[config.mk]
export PLATFORM = sky130hd
export DESIGN_NAME = drive_speed_monitor_config
export DESIGN_NICKNAME = d
export VERILOG_FILES = /design/src/rtl/speed_monitor_pkg.sv /design/src/rtl/drive_speed_monitor_config.sv
export SDC_FILE = /design/constraint.sdc
export NUM_CORES = 1
export LEC_CHECK = 0
export ABC_AREA = 1
export BUFFER_PORTS_ARGS = -buffer_cell sky130_fd_sc_hd__clkbuf_2
export CELL_PAD_IN_SITES_DETAIL_PLACEMENT = 1
export CELL_PAD_IN_SITES_GLOBAL_PLACEMENT = 2
export CORE_MARGIN = 1.5
export CORE_UTILIZATION = 25
export CTS_CLUSTER_SIZE = 14
export DETAILED_ROUTE_END_ITERATION = 8
export HOLD_SLACK_MARGIN = 0.03
export PLACE_DENSITY = 0.59
export SETUP_SLACK_MARGIN = 0.02
export SYNTH_ARGS = -nofsm -noshare
export SYNTH_HDL_FRONTEND = slang
export SYNTH_SLANG_ARGS = --single-unit
[constraint.sdc]
create_clock -name mclk -period 2.52 [get_ports mclk]
set_clock_uncertainty 0.15 [all_clocks]
set_input_delay 0.126 -clock mclk [delete_from_list [all_inputs] [get_ports mclk]]
set_output_delay 0.126 -clock mclk [all_outputs]
set_load 0.01 [all_outputs]
[src/rtl/speed_monitor_pkg.sv]
// package: constants for the speed monitoring configuration block
// assumes a 100 MHz mclk; times are held in units of 100 ms
package speed_monitor_pkg;
    localparam int CLK_PERIOD_NS = 10;
    localparam int TICK_MS = 100;
    // cycles in one 100 ms tick, derived from the clock period
    localparam int TICK_CYCLES = TICK_MS * 1000000 / CLK_PERIOD_NS;
    localparam logic [4:0] FIXED_TIME_TICKS = 5'h0A; // 1 s
    localparam logic [4:0] DETENT10_TICKS = 5'h0F; // 1.5 s
    localparam logic [3:0] DETENT_MAX = 4'hA;
    localparam logic [6:0] FIXED_SETPOINT_HZ = 7'h05;
    localparam logic [6:0] MIN_FREQ_BUS_HZ = 7'h02;
    localparam logic [6:0] POT_FACTORY_HZ = 7'h32; // 50 Hz, about 1500 rpm
    localparam logic [4:0] MON_TIME_RST = 5'h0A;
    // monitoring phases: which time is currently valid
    typedef enum logic [1:0] {
        PH_IDLE = 2'b00,
        PH_RISE = 2'b01,
        PH_HOLD = 2'b11,
        PH_FALL = 2'b10
    } phase_type;
endpackage : speed_monitor_pkg

[src/rtl/drive_speed_monitor_config.sv]
// drive speed monitor config: mode decode, time selection, supervision
// assumes switch and terminal inputs are asynchronous to mclk; speeds
// come from drive logic on the same clock
`timescale 1ns/100ps
module drive_speed_monitor_config #(
    parameter int TICK_LEN = speed_monitor_pkg::TICK_CYCLES
) (
    input wire logic mclk, // 100 MHz clock
    input wire logic nrst, // async reset, active low
    input wire logic [3:0] busAddressSwitch, // bit0 low .. bit3 high
    input wire logic monitorSelectSwitch, // selector switch
    input wire logic extMonitorFunc, // extended monitoring selected
    input wire logic brakeFuncOther, // other brake functions selected
    input wire logic [3:0] rampTimeSelector, // ramp switch detent
    input wire logic [3:0] secondSetpointSelector, // second switch detent
    input wire logic setpointSelectInput, // setpoint select terminal
    input wire logic [6:0] firstSetpointPot, // potentiometer in Hz
    input wire logic [6:0] secondSetpointHz, // decoded second setpoint
    input wire logic [6:0] setpointHz, // active setpoint, drive clock
    input wire logic [6:0] actualHz, // actual speed, drive clock
    input wire logic brakeCmd, // brake release from drive logic
    input wire logic driveReady, // drive ready from drive logic
    output logic busMode_ff, // 1 serial bus, 0 binary
    output logic hoistActive_ff, // hoist behaviour on
    output logic supervisionOn_ff, // speed supervision enabled
    output logic [4:0] monTime1_ff, // time 1, 100 ms units
    output logic [4:0] monTime2_ff, // time 2, 100 ms units
    output logic [4:0] monTime3_ff, // time 3, 100 ms units
    output logic [3:0] rampSel_ff, // ramp detent, 0xF means fixed 1 s
    output logic [6:0] useSetpoint_ff, // setpoint in use, Hz
    output logic minFreqFixed_ff, // minimum frequency fixed
    output logic [6:0] minFreq_ff, // minimum frequency, Hz
    output logic brakeReadyRelay_ff, // relay contact
    output logic [1:0] phase_ff, // valid monitoring time index
    output logic monFault_ff // sticky speed monitoring fault
);
    // ==========================================================
    // input synchronisers
    // ==========================================================
    localparam int SW_W = 23;
    logic [SW_W-1:0] swRaw;
    logic [SW_W-1:0] s1_ff, s2_ff, s3_ff, swStable_ff;
    assign swRaw = {busAddressSwitch, monitorSelectSwitch, extMonitorFunc,
                    brakeFuncOther, rampTimeSelector,
                    secondSetpointSelector, setpointSelectInput,
                    firstSetpointPot};
    // a bit changes only when stages two and three agree
    always_ff @(posedge mclk or negedge nrst) begin
        if (!nrst) begin
            s1_ff <= '0;
            s2_ff <= '0;
            s3_ff <= '0;
            swStable_ff <= '0;
        end else begin
            s1_ff <= swRaw;
            s2_ff <= s1_ff;
            s3_ff <= s2_ff;
            for (int i = 0; i < SW_W; i++) begin
                if (s2_ff[i] == s3_ff[i]) begin
                    swStable_ff[i] <= s3_ff[i];
                end
            end
        end
    end
    logic [3:0] addr, rampDet, secDet;
    logic selOn, extOn, brkOther, selInput;
    logic [6:0] potHz;
    assign {addr, selOn, extOn, brkOther, rampDet, secDet, selInput,
            potHz} = swStable_ff;

    // detent to 100 ms ticks; out-of-range detents saturate to 1.5 s
    function automatic logic [4:0] detentTime(input logic [3:0] d);
        if (d < speed_monitor_pkg::DETENT_MAX) begin
            return {1'b0, d} + 5'h01;
        end
        return speed_monitor_pkg::DETENT10_TICKS;
    endfunction : detentTime

    // ==========================================================
    // configuration decode
    // ==========================================================
    logic nxt_busMode;
    assign nxt_busMode = (addr != 4'h0);
    always_ff @(posedge mclk or negedge nrst) begin
        if (!nrst) begin
            busMode_ff <= 1'b0;
            hoistActive_ff <= 1'b0;
            supervisionOn_ff <= 1'b0;
            minFreqFixed_ff <= 1'b0;
            minFreq_ff <= 7'h00;
        end else begin
            busMode_ff <= nxt_busMode;
            hoistActive_ff <= extOn;
            // selector no longer gates supervision once extended is on
            supervisionOn_ff <= extOn | selOn;
            minFreqFixed_ff <= nxt_busMode;
            minFreq_ff <= nxt_busMode ? speed_monitor_pkg::MIN_FREQ_BUS_HZ
                                      : 7'h00;
        end
    end

    // monitoring time and ramp selection
    always_ff @(posedge mclk or negedge nrst) begin
        if (!nrst) begin
            monTime1_ff <= speed_monitor_pkg::MON_TIME_RST;
            monTime2_ff <= speed_monitor_pkg::MON_TIME_RST;
            monTime3_ff <= speed_monitor_pkg::MON_TIME_RST;
            rampSel_ff <= 4'hF;
        end else if (selOn) begin
            monTime2_ff <= detentTime(secDet);
            monTime1_ff <= speed_monitor_pkg::FIXED_TIME_TICKS;
            monTime3_ff <= speed_monitor_pkg::FIXED_TIME_TICKS;
            rampSel_ff <= rampDet;
        end else begin
            monTime2_ff <= detentTime(rampDet);
            rampSel_ff <= 4'hF;
            if (nxt_busMode) begin
                monTime1_ff <= detentTime(secDet);
                monTime3_ff <= detentTime(secDet);
            end else begin
                monTime1_ff <= speed_monitor_pkg::FIXED_TIME_TICKS;
                monTime3_ff <= speed_monitor_pkg::FIXED_TIME_TICKS;
            end
        end
    end

    // setpoint in use for binary control; zero under bus control
    always_ff @(posedge mclk or negedge nrst) begin
        if (!nrst) begin
            useSetpoint_ff <= speed_monitor_pkg::POT_FACTORY_HZ;
        end else if (nxt_busMode) begin
            useSetpoint_ff <= 7'h00;
        end else if (selOn) begin
            useSetpoint_ff <= speed_monitor_pkg::FIXED_SETPOINT_HZ;
        end else if (!selInput) begin
            useSetpoint_ff <= potHz;
        end else begin
            useSetpoint_ff <= secondSetpointHz;
        end
    end

    // relay: brake control when any brake function, else ready
    always_ff @(posedge mclk or negedge nrst) begin
        if (!nrst) begin
            brakeReadyRelay_ff <= 1'b0;
        end else if (extOn | brkOther) begin
            brakeReadyRelay_ff <= brakeCmd;
        end else begin
            brakeReadyRelay_ff <= driveReady;
        end
    end

    // ==========================================================
    // supervision phases and lag timer
    // ==========================================================
    speed_monitor_pkg::phase_type state_ff, nxt_phase;
    logic [6:0] prevSet_ff;
    // a lag inside hold keeps time 2; only a new setpoint reopens rise
    // or fall, so a stalled load is judged against the right time
    always_comb begin
        nxt_phase = state_ff;
        if (actualHz == setpointHz) begin
            if (setpointHz == 7'h00 &&
                state_ff == speed_monitor_pkg::PH_IDLE) begin
                nxt_phase = speed_monitor_pkg::PH_IDLE;
            end else begin
                nxt_phase = speed_monitor_pkg::PH_HOLD;
            end
        end else if (state_ff == speed_monitor_pkg::PH_HOLD &&
                     setpointHz == prevSet_ff) begin
            nxt_phase = speed_monitor_pkg::PH_HOLD;
        end else if (actualHz < setpointHz) begin
            nxt_phase = speed_monitor_pkg::PH_RISE;
        end else begin
            nxt_phase = speed_monitor_pkg::PH_FALL;
        end
    end
    always_ff @(posedge mclk or negedge nrst) begin
        if (!nrst) begin
            state_ff <= speed_monitor_pkg::PH_IDLE;
            prevSet_ff <= 7'h00;
        end else begin
            state_ff <= nxt_phase;
            prevSet_ff <= setpointHz;
        end
    end
    always_ff @(posedge mclk or negedge nrst) begin
        if (!nrst) begin
            phase_ff <= 2'h0;
        end else begin
            unique case (nxt_phase)
                speed_monitor_pkg::PH_IDLE: phase_ff <= 2'h0;
                speed_monitor_pkg::PH_RISE: phase_ff <= 2'h1;
                speed_monitor_pkg::PH_HOLD: phase_ff <= 2'h2;
                speed_monitor_pkg::PH_FALL: phase_ff <= 2'h3;
            endcase
        end
    end

    // lag timer: counts 100 ms ticks while speed is off setpoint
    logic [4:0] limit;
    logic [31:0] tickCnt_ff;
    logic [4:0] lagTicks_ff;
    logic lagging;
    assign lagging = (actualHz != setpointHz);
    always_comb begin
        unique case (state_ff)
            speed_monitor_pkg::PH_IDLE: limit = monTime2_ff;
            speed_monitor_pkg::PH_RISE: limit = monTime1_ff;
            speed_monitor_pkg::PH_HOLD: limit = monTime2_ff;
            speed_monitor_pkg::PH_FALL: limit = monTime3_ff;
        endcase
    end
    // timer restarts on phase change so each time is measured alone
    always_ff @(posedge mclk or negedge nrst) begin
        if (!nrst) begin
            tickCnt_ff <= '0;
            lagTicks_ff <= 5'h00;
            monFault_ff <= 1'b0;
        end else begin
            if (!lagging || nxt_phase != state_ff || !supervisionOn_ff) begin
                tickCnt_ff <= '0;
                lagTicks_ff <= 5'h00;
            end else if (tickCnt_ff == 32'(TICK_LEN - 1)) begin
                tickCnt_ff <= '0;
                if (lagTicks_ff != 5'h1F) begin
                    lagTicks_ff <= lagTicks_ff + 5'h01;
                end
            end else begin
                tickCnt_ff <= tickCnt_ff + 32'h1;
            end
            if (supervisionOn_ff && lagging && lagTicks_ff >= limit) begin
                monFault_ff <= 1'b1;
            end
        end
    end

    // ==========================================================
    // assertions
    // ==========================================================
    bus_min_freq_a: assert property (
        @(posedge mclk) disable iff (!nrst)
        busMode_ff |-> minFreq_ff == speed_monitor_pkg::MIN_FREQ_BUS_HZ)
        else $error("bus mode minimum frequency wrong");
    addr_mode_a: assert property (
        @(posedge mclk) disable iff (!nrst)
        ##1 busMode_ff == ($past(addr) != 4'h0))
        else $error("mode does not follow address");
    ext_super_a: assert property (
        @(posedge mclk) disable iff (!nrst)
        extOn ##1 $past(extOn) |-> supervisionOn_ff && hoistActive_ff)
        else $error("extended monitoring not forcing supervision");
    sel_on_times_a: assert property (
        @(posedge mclk) disable iff (!nrst)
        selOn |=> monTime1_ff == speed_monitor_pkg::FIXED_TIME_TICKS &&
                  monTime3_ff == speed_monitor_pkg::FIXED_TIME_TICKS)
        else $error("selector on: times 1 and 3 not 1 s");
    bin_off_ramp_a: assert property (
        @(posedge mclk) disable iff (!nrst)
        !selOn && !nxt_busMode |=> rampSel_ff == 4'hF &&
            monTime1_ff == speed_monitor_pkg::FIXED_TIME_TICKS)
        else $error("binary selector off settings wrong");
    fixed_set_a: assert property (
        @(posedge mclk) disable iff (!nrst)
        selOn && !nxt_busMode |=>
            useSetpoint_ff == speed_monitor_pkg::FIXED_SETPOINT_HZ)
        else $error("fixed 5 Hz setpoint missing");
    detent_ten_a: assert property (
        @(posedge mclk) disable iff (!nrst)
        selOn && secDet == speed_monitor_pkg::DETENT_MAX |=>
            monTime2_ff == speed_monitor_pkg::DETENT10_TICKS)
        else $error("detent 10 not 1.5 s");
    relay_ready_a: assert property (
        @(posedge mclk) disable iff (!nrst)
        !extOn && !brkOther |=> brakeReadyRelay_ff == $past(driveReady))
        else $error("relay not showing ready");
endmodule : drive_speed_monitor_config

==> impl_metrics.py, run 1 <==
metrics = {
    "run_status": {
        "outcome": "finished, final reports clean",
    },
    "clock_tree": {
        "cts_tree": "built",
        "clk_latency_ps": 430,
        "cts_buffers": 17,
        "clockBufferDepth": 2,
        "cts_root_buf": "clkbuf_16",
        "clkTransAtPathRegs_ps": 80,
        "h-tree-depth": 4,
        "cts_sinks": 166,
    },
    "detailed_routing": {
        "routed-wl-met2_um": 8040,
        "wirelength_um": 17300,
        "vias": 5017,
        "viasPerCell": 4.10,
        "met1_length_um": 8550,
        "drt_iter0_drc": 200,
        "drtPass1Iterations": 6,
        "highest_layer": "met4",
        "wl_per_cell_um": 14.2,
        "drcViolationCount": 0,
        "met3_length_um": 530,
        "postRouteAntennaNets": 0,
    },
    "place": {
        "dp.cells": 1151,
        "place.gp.congestion": 0.728,
        "io_buffers": 82,
        "post-place-ws_ps": 188,
        "dp_hpwl_um": 12500,
    },
    "yosys": {
        "synth_edf_count": 0,
        "avgSynthCellArea_um2": 10.5,
        "yosys_register_bits": 166,
        "yosysMostFrequentCell": "dfrtp_1",
        "synth.top_cell.area_share": 0.535,
        "synth_commonest_cells": "dfrtp_1, nand2_1, inv_1, nor2_1, nor3_2",
        "syn_area_um2": 7250,
        "synth_cells": 691,
        "yosysSeqAreaShare": 0.575,
        "synthFlopType": "dfrtp_1",
        "ys_warn_count": 0,
        "synth_area_leader_cell": "dfrtp_1",
        "async_flop_share": 1.00,
        "ys_top_cells_by_area": "dfrtp_1, nand2_1, nor3_2, dfstp_2, ha_1",
        "ys_types": 36,
    },
    "timing": {
        "slew_violations": 0,
        "worst_pin_slew_ps": 532,
        "rsz0062_at_grt": "no",
        "final.period_utilization": 0.910,
        "hold_viol_final": 0,
        "slew_headroom": 0.645,
        "finalCriticalPeriod_ps": 2290,
        "max_freq_mhz": 436,
        "finalSetupTns_ps": 0,
        "fin_ws_ps": 226,
        "whs_ps": 65.7,
        "setup_viol": 0,
    },
    "floorplanning": {
        "dieHeight_um": 173,
        "initial_core_util": 0.253,
        "dieWidth_um": 173,
        "io_pins": 89,
        "num_rows": 62,
        "core_um2": 28600,
        "die_area_um2": 30000,
    },
    "global_routing": {
        "grt_usage": 0.124,
        "antenna_found_initial": 0,
        "grt_max_degree": 58,
        "grt_pass1_wl_um": 29100,
        "grt_pass1_vias": 5406,
        "gr-total-overflow": 0,
    },
    "cells_and_area": {
        "final_nets": 896,
        "num-fill-cells": 3238,
        "n_antenna_cell": 0,
        "multi_input_area_um2": 2630,
        "area_delta_synth_final_pct": 25.8,
        "ff_latch_area_um2": 4170,
        "finalNonFillerCells": 1223,
        "drive_above_1_share": 0.259,
    },
    "pwr": {
        "ir_drop_uv": 300,
        "powerDensity_nw_per_um2": 688,
        "leakage_nw": 4.04,
    },
    "setup_path": {
        "cp-start-kind": "input port",
        "path_cells": "dlygate4sd3_1, clkbuf_2, inv_2, ha_1, nand2_1, inv_1, nand2_1, nand2_1, a21oi_1, nand3_2, nand2_2, nand2_2, nand3_4, buf_4, nor3_2",
        "cpMostUsedCell": "nand2_1",
        "path_class": "in -> reg",
        "crit_path_end_kind": "flip-flop",
        "required_ps": 2670,
        "r2r.worst_path.cells": 12,
        "path_max_fanout": 14,
        "critPathArrivalTime_ps": 2450,
        "crit_slowest_cell": "dlygate4sd3_1",
        "slowest_delay_ps": 520,
    },
    "flow_run": {
        "cap_viol_max_count": 0,
    },
    "worst_hold_path": {
        "hold_class": "in -> async",
    },
}
-- critical path: cells and delay by family --
family / cells / cell delay, ps
buf+inv: 5 / 1030
simple gates: 8 / 830
fa+ha+maj: 1 / 310
compound gates: 1 / 150
-- final timing paths --
kind	from	to	slack, ps
worst max-delay path	setpointHz[6]	tickCnt_ff[27]	230
worst min-delay path	nrst	tickCnt_ff[26]	70
worst max register to register	state_ff[0]	monFault_ff	230
worst min register to register	s1_ff[0]	s2_ff[0]	200
max in group asynchronous	nrst	swStable_ff[10]	1430
min in group mclk	firstSetpointPot[5]	s1_ff[5]	180
-- through the flow --
stage          instance area [um^2]   util  power (mW)
2_1_floorplan                  7280      -        3.40
3_3_place_gp                   8120  0.284        3.69
3_5_place_dp                   8120  0.284        3.69
4_1_cts                        9120  0.319        6.41
5_1_grt                        9120  0.319        6.61
6_report                       9120  0.319        6.27
-- state kept, by name (all words and copies together), names as in the netlist, 5 cells and up --
register        cells
s1_ff              23
s3_ff              23
lagTicks_ff         5
useSetpoint_ff      7
monTime2_ff         5
s2_ff              23
prevSet_ff          7
tickCnt_ff         32
swStable_ff        23
monTime3_ff         5
-- report_power, final --
group | internal [mW] | switching (mW) | leakage (nW)
sequential | 2.83 | 0.104 | 2.01
clock | 1.35 | 1.25 | 0.285
combinational | 0.291 | 0.441 | 1.75
-- cell families after synthesis --
family	Yosys count	share of synthesized area
compound gates	22	0.0166
xor+xnor	20	0.0242
fa+ha+maj	45	0.0697
buf+inv	102	0.0659
flops	166	0.575
mux	6	0.00863
other cells	1	0.000517
simple gates	329	0.240
-- metal layers --
| metal | up-vias | track usage |
|---|---|---|
| met3 | 13 | 0.0281 |
| li1 | 2486 | - |
| met4 | 0 | 0.0391 |
| met5 | - | 0 |
| met1 | 2443 | 0.168 |
| met2 | 75 | 0.197 |
-- area by class of cell --
type	instances	share of cell area
Clock buffer	18	0.0482
Clock inverter	14	0.0170
Inverter	77	0.0317
Multi-Input combinational cell	430	0.288
Sequential cell	166	0.457
Tap cell	384	0.0527
Timing Repair Buffer	134	0.105
-- cells in the final DEF (no fill, tap or decap), types with 3 or more instances in the layout --
master,instances
nand2_1,142
buf_12,4
buf_4,8
clkbuf_2,81
maj3_1,23
nand2_2,8
dfstp_2,11
conb_1,8
nand3_2,7
ha_1,22
clkbuf_16,17
clkinv_8,3
nand4_1,10
nor3_1,23
xor2_1,13
inv_2,11
inv_8,5
dfrtp_1,155
o21ai_0,6
a21oi_1,11
clkinv_4,3
nor4_1,5
or2_2,5
nor2_4,3
mux2i_1,4
nand3_1,27
inv_1,66
nor2_1,53
dlygate4sd3_1,40
xnor2_1,7
nor3_2,38
-- repair_timing --
action	4_1_cts	5_1_grt
hold buffers	40	0
resized for setup	0	1
hold endpoints to repair	198	0
endpoints found under the setup margin	0	1
setup buffers	0	0
(Power assumes the default switching activity.)
==> run 2: changes to the inputs <==
--- a/config.mk
+++ b/config.mk
@@ -5,7 +5,6 @@
 export SDC_FILE = /design/constraint.sdc
 export NUM_CORES = 1
 export LEC_CHECK = 0
-export ABC_AREA = 1
 export BUFFER_PORTS_ARGS = -buffer_cell sky130_fd_sc_hd__clkbuf_2
 export CELL_PAD_IN_SITES_DETAIL_PLACEMENT = 1
 export CELL_PAD_IN_SITES_GLOBAL_PLACEMENT = 2
@@ -14,7 +13,7 @@
 export CTS_CLUSTER_SIZE = 14
 export DETAILED_ROUTE_END_ITERATION = 8
 export HOLD_SLACK_MARGIN = 0.03
-export PLACE_DENSITY = 0.59
+export PLACE_DENSITY = 0.56
 export SETUP_SLACK_MARGIN = 0.02
 export SYNTH_ARGS = -nofsm -noshare
 export SYNTH_HDL_FRONTEND = slang
==> impl_metrics.py, run 2 <==
metrics = {
    "yosys": {
        "yosysMostFrequentCell": "dfrtp_1",
        "synth_commonest_cells": "dfrtp_1, nor2_1, xor2_1, maj3_1, ha_1",
        "synth_area_leader_cell": "dfrtp_1",
        "ys_types": 53,
        "ys_warn_count": 0,
        "ys_top_cells_by_area": "dfrtp_1, dfstp_2, ha_1, maj3_1, xor2_1",
        "synth_edf_count": 0,
        "synthFlopType": "dfrtp_1",
        "avgSynthCellArea_um2": 13.4,
        "syn_area_um2": 6370,
        "async_flop_share": 1.00,
        "synth_cells": 475,
        "yosysSeqAreaShare": 0.654,
        "yosys_register_bits": 166,
        "synth.top_cell.area_share": 0.609,
    },
    "clock_tree": {
        "clk_latency_ps": 430,
        "h-tree-depth": 4,
        "cts_buffers": 17,
        "cts_sinks": 166,
        "cts_root_buf": "clkbuf_16",
        "clkTransAtPathRegs_ps": 70,
        "cts_tree": "built",
        "clockBufferDepth": 2,
    },
    "detailed_routing": {
        "wl_per_cell_um": 14.5,
        "met1_length_um": 6450,
        "drt_iter0_drc": 110,
        "met3_length_um": 472,
        "drcViolationCount": 0,
        "drtPass1Iterations": 4,
        "wirelength_um": 14000,
        "highest_layer": "met4",
        "viasPerCell": 4.19,
        "routed-wl-met2_um": 6810,
        "postRouteAntennaNets": 0,
        "vias": 4038,
    },
    "pwr": {
        "switchingPower_mw": 1.64,
        "p_int_mw": 4.70,
        "leakage_nw": 3.72,
        "powerDensity_nw_per_um2": 761,
        "seqPwrFrac": 0.466,
        "swShare": 0.259,
        "power_frac_clock": 0.431,
        "ir_drop_uv": 428,
        "p_comb_frac": 0.104,
    },
    "cells_and_area": {
        "drive_above_1_share": 0.260,
        "num-fill-cells": 2789,
        "final_nets": 691,
        "n_antenna_cell": 0,
        "final_common_cell": "dfrtp_1",
        "layout_common_cells": "dfrtp_1, clkbuf_2, nor2_1",
        "regMostFlops": "tickCnt_ff",
        "fin_area_um2": 8330,
        "largest_register_ffs": 32,
        "area_delta_synth_final_pct": 30.8,
    },
    "timing": {
        "finalCriticalPeriod_ps": 2380,
        "whs_ps": 38.6,
        "worst_pin_slew_ps": 654,
        "setup_viol": 0,
        "slew_violations": 0,
        "rsz0062_at_grt": "yes",
        "fin_ws_ps": 142,
        "slew_headroom": 0.564,
        "max_freq_mhz": 421,
        "final.period_utilization": 0.944,
        "hold_viol_final": 0,
    },
    "place": {
        "post-place-ws_ps": -340,
        "io_buffers": 82,
        "place.gp.congestion": 0.722,
        "dp_hpwl_um": 9430,
        "place_area_um2": 7240,
    },
    "global_routing": {
        "antenna_found_initial": 0,
        "grt_pass1_wl_um": 23300,
        "grt_max_degree": 76,
        "grt_pass1_vias": 4500,
        "gr-total-overflow": 0,
        "grt_usage": 0.114,
    },
    "floorplanning": {
        "dieWidth_um": 163,
        "num_rows": 58,
        "io_pins": 89,
        "core_um2": 25100,
        "initial_core_util": 0.254,
        "dieHeight_um": 163,
        "die_area_um2": 26400,
    },
    "run_status": {
        "outcome": "finished, final reports clean",
    },
    "setup_path": {
        "endpoint": "monFault_ff",
        "r2r_slack_ps": 140,
        "path_class": "reg -> reg",
        "path_max_fanout": 3,
        "cpMostUsedCell": "a21o_1",
        "worstReg2RegEnd": "monFault_ff",
        "critPathArrivalTime_ps": 2530,
        "r2r_start": "state_ff[0]",
        "cp-start-kind": "flip-flop",
        "cp-startpoint": "state_ff[0]",
        "crit_slowest_cell": "dfrtp_1",
        "crit_path_end_kind": "flip-flop",
        "path_cells": "inv_2, ha_4, mux2_4, ha_4, nand2b_4, a21o_1, a21o_1, a21o_1, a21oi_1, o21bai_1",
        "required_ps": 2670,
        "r2r.worst_path.cells": 10,
        "slowest_delay_ps": 390,
    },
    "flow_run": {
        "cap_viol_max_count": 0,
    },
    "worst_hold_path": {
        "hold_class": "in -> async",
    },
}
==> run 2: cell types whose count changed after synthesis, moves of 9 or more <==
| cell | before | now |
|---|---|---|
| inv_1 | 66 | 15 |
| inv_2 | 11 | 0 |
| nand2_1 | 142 | 13 |
| nor3_1 | 23 | 11 |
| nor3_2 | 38 | 2 |
| xnor2_1 | 7 | 16 |
| xor2_1 | 13 | 24 |
==> run 2: layer usage <==
metal / global-route usage / vias up
met2: 0.192 / 68
met4: 0.0463 / 0
met5: 0 / -
li1: - / 1901
met3: 0.0278 / 19
met1: 0.140 / 2050
==> run 2: final cells by class <==
cell class | instances | area [um^2] | share of cell area
clock inverters | 13 | 174 | 0.0209
clock buffers | 19 | 443 | 0.0532
inverters | 15 | 56.3 | 0.00676
repair buffers | 140 | 977 | 0.117
multi-input cells | 281 | 2100 | 0.252
flip-flops and latches | 166 | 4170 | 0.500
well taps | 330 | 413 | 0.0496
==> run 2: cell families after synthesis <==
group / share of synthesized area
xor gates and xnor gates: 0.0550
AOI/OAI and AO/OA: 0.0328
muxes: 0.0224
and+or+nand+nor: 0.124
buffers and inverters: 0.0314
other: 0.000589
DFF: 0.654
adders and majority gates: 0.0794
==> run 2: worst max-delay path: cells and delay by family (launching register included) <==
kind            cells  cell delay, ps
fa+ha+maj           2             500
compound gates      5             710
flops               1             390
buf+inv             1              80
mux                 1             310
simple gates        1             130
==> run 2: worst min-delay path by stage <==
stage          slack [ps]  start                  to  cells past startpoint
2_1_floorplan        -320   nrst  brakeReadyRelay_ff                      0
3_3_place_gp          -80   nrst       prevSet_ff[5]                      1
3_5_place_dp          -70   nrst       prevSet_ff[5]                      1
4_1_cts                40   nrst       prevSet_ff[5]                      2
5_1_grt                60   nrst       prevSet_ff[5]                      2
6_report               40   nrst       prevSet_ff[5]                      2
==> run 2: what timing repair did <==
action | 4_1_cts | 5_1_grt
pin swaps | 0 | 5
resized for setup | 4 | 6
cloned | 0 | 1
setup buffers | 0 | 1
endpoints found under the setup margin | 26 | 38
hold buffers | 40 | 0
endpoints found under the hold margin | 193 | 0
==> run 2: power by group through the flow <==
stage | clock network, mW | registers, mW | logic (mW)
floorplan | 0 | 2.99 | 0.321
global placement | 0 | 3.00 | 0.568
detailed placement | 0 | 3.01 | 0.578
CTS | 2.84 | 2.96 | 0.643
global route | 2.94 | 2.98 | 0.734
finish | 2.73 | 2.95 | 0.656
==> run 2: per-stage QoR <==
step | utilization | power (mW) | TNS (ps) | cells
5_1_grt | 0.332 | 6.65 | -8.67 | 964
3_5_place_dp | 0.288 | 3.59 | -7930 | 890
2_1_floorplan | - | 3.31 | 0 | 482
4_1_cts | 0.330 | 6.44 | 0 | 962
6_report | 0.332 | 6.34 | 0 | 964
3_3_place_gp | 0.288 | 3.57 | -5610 | 890
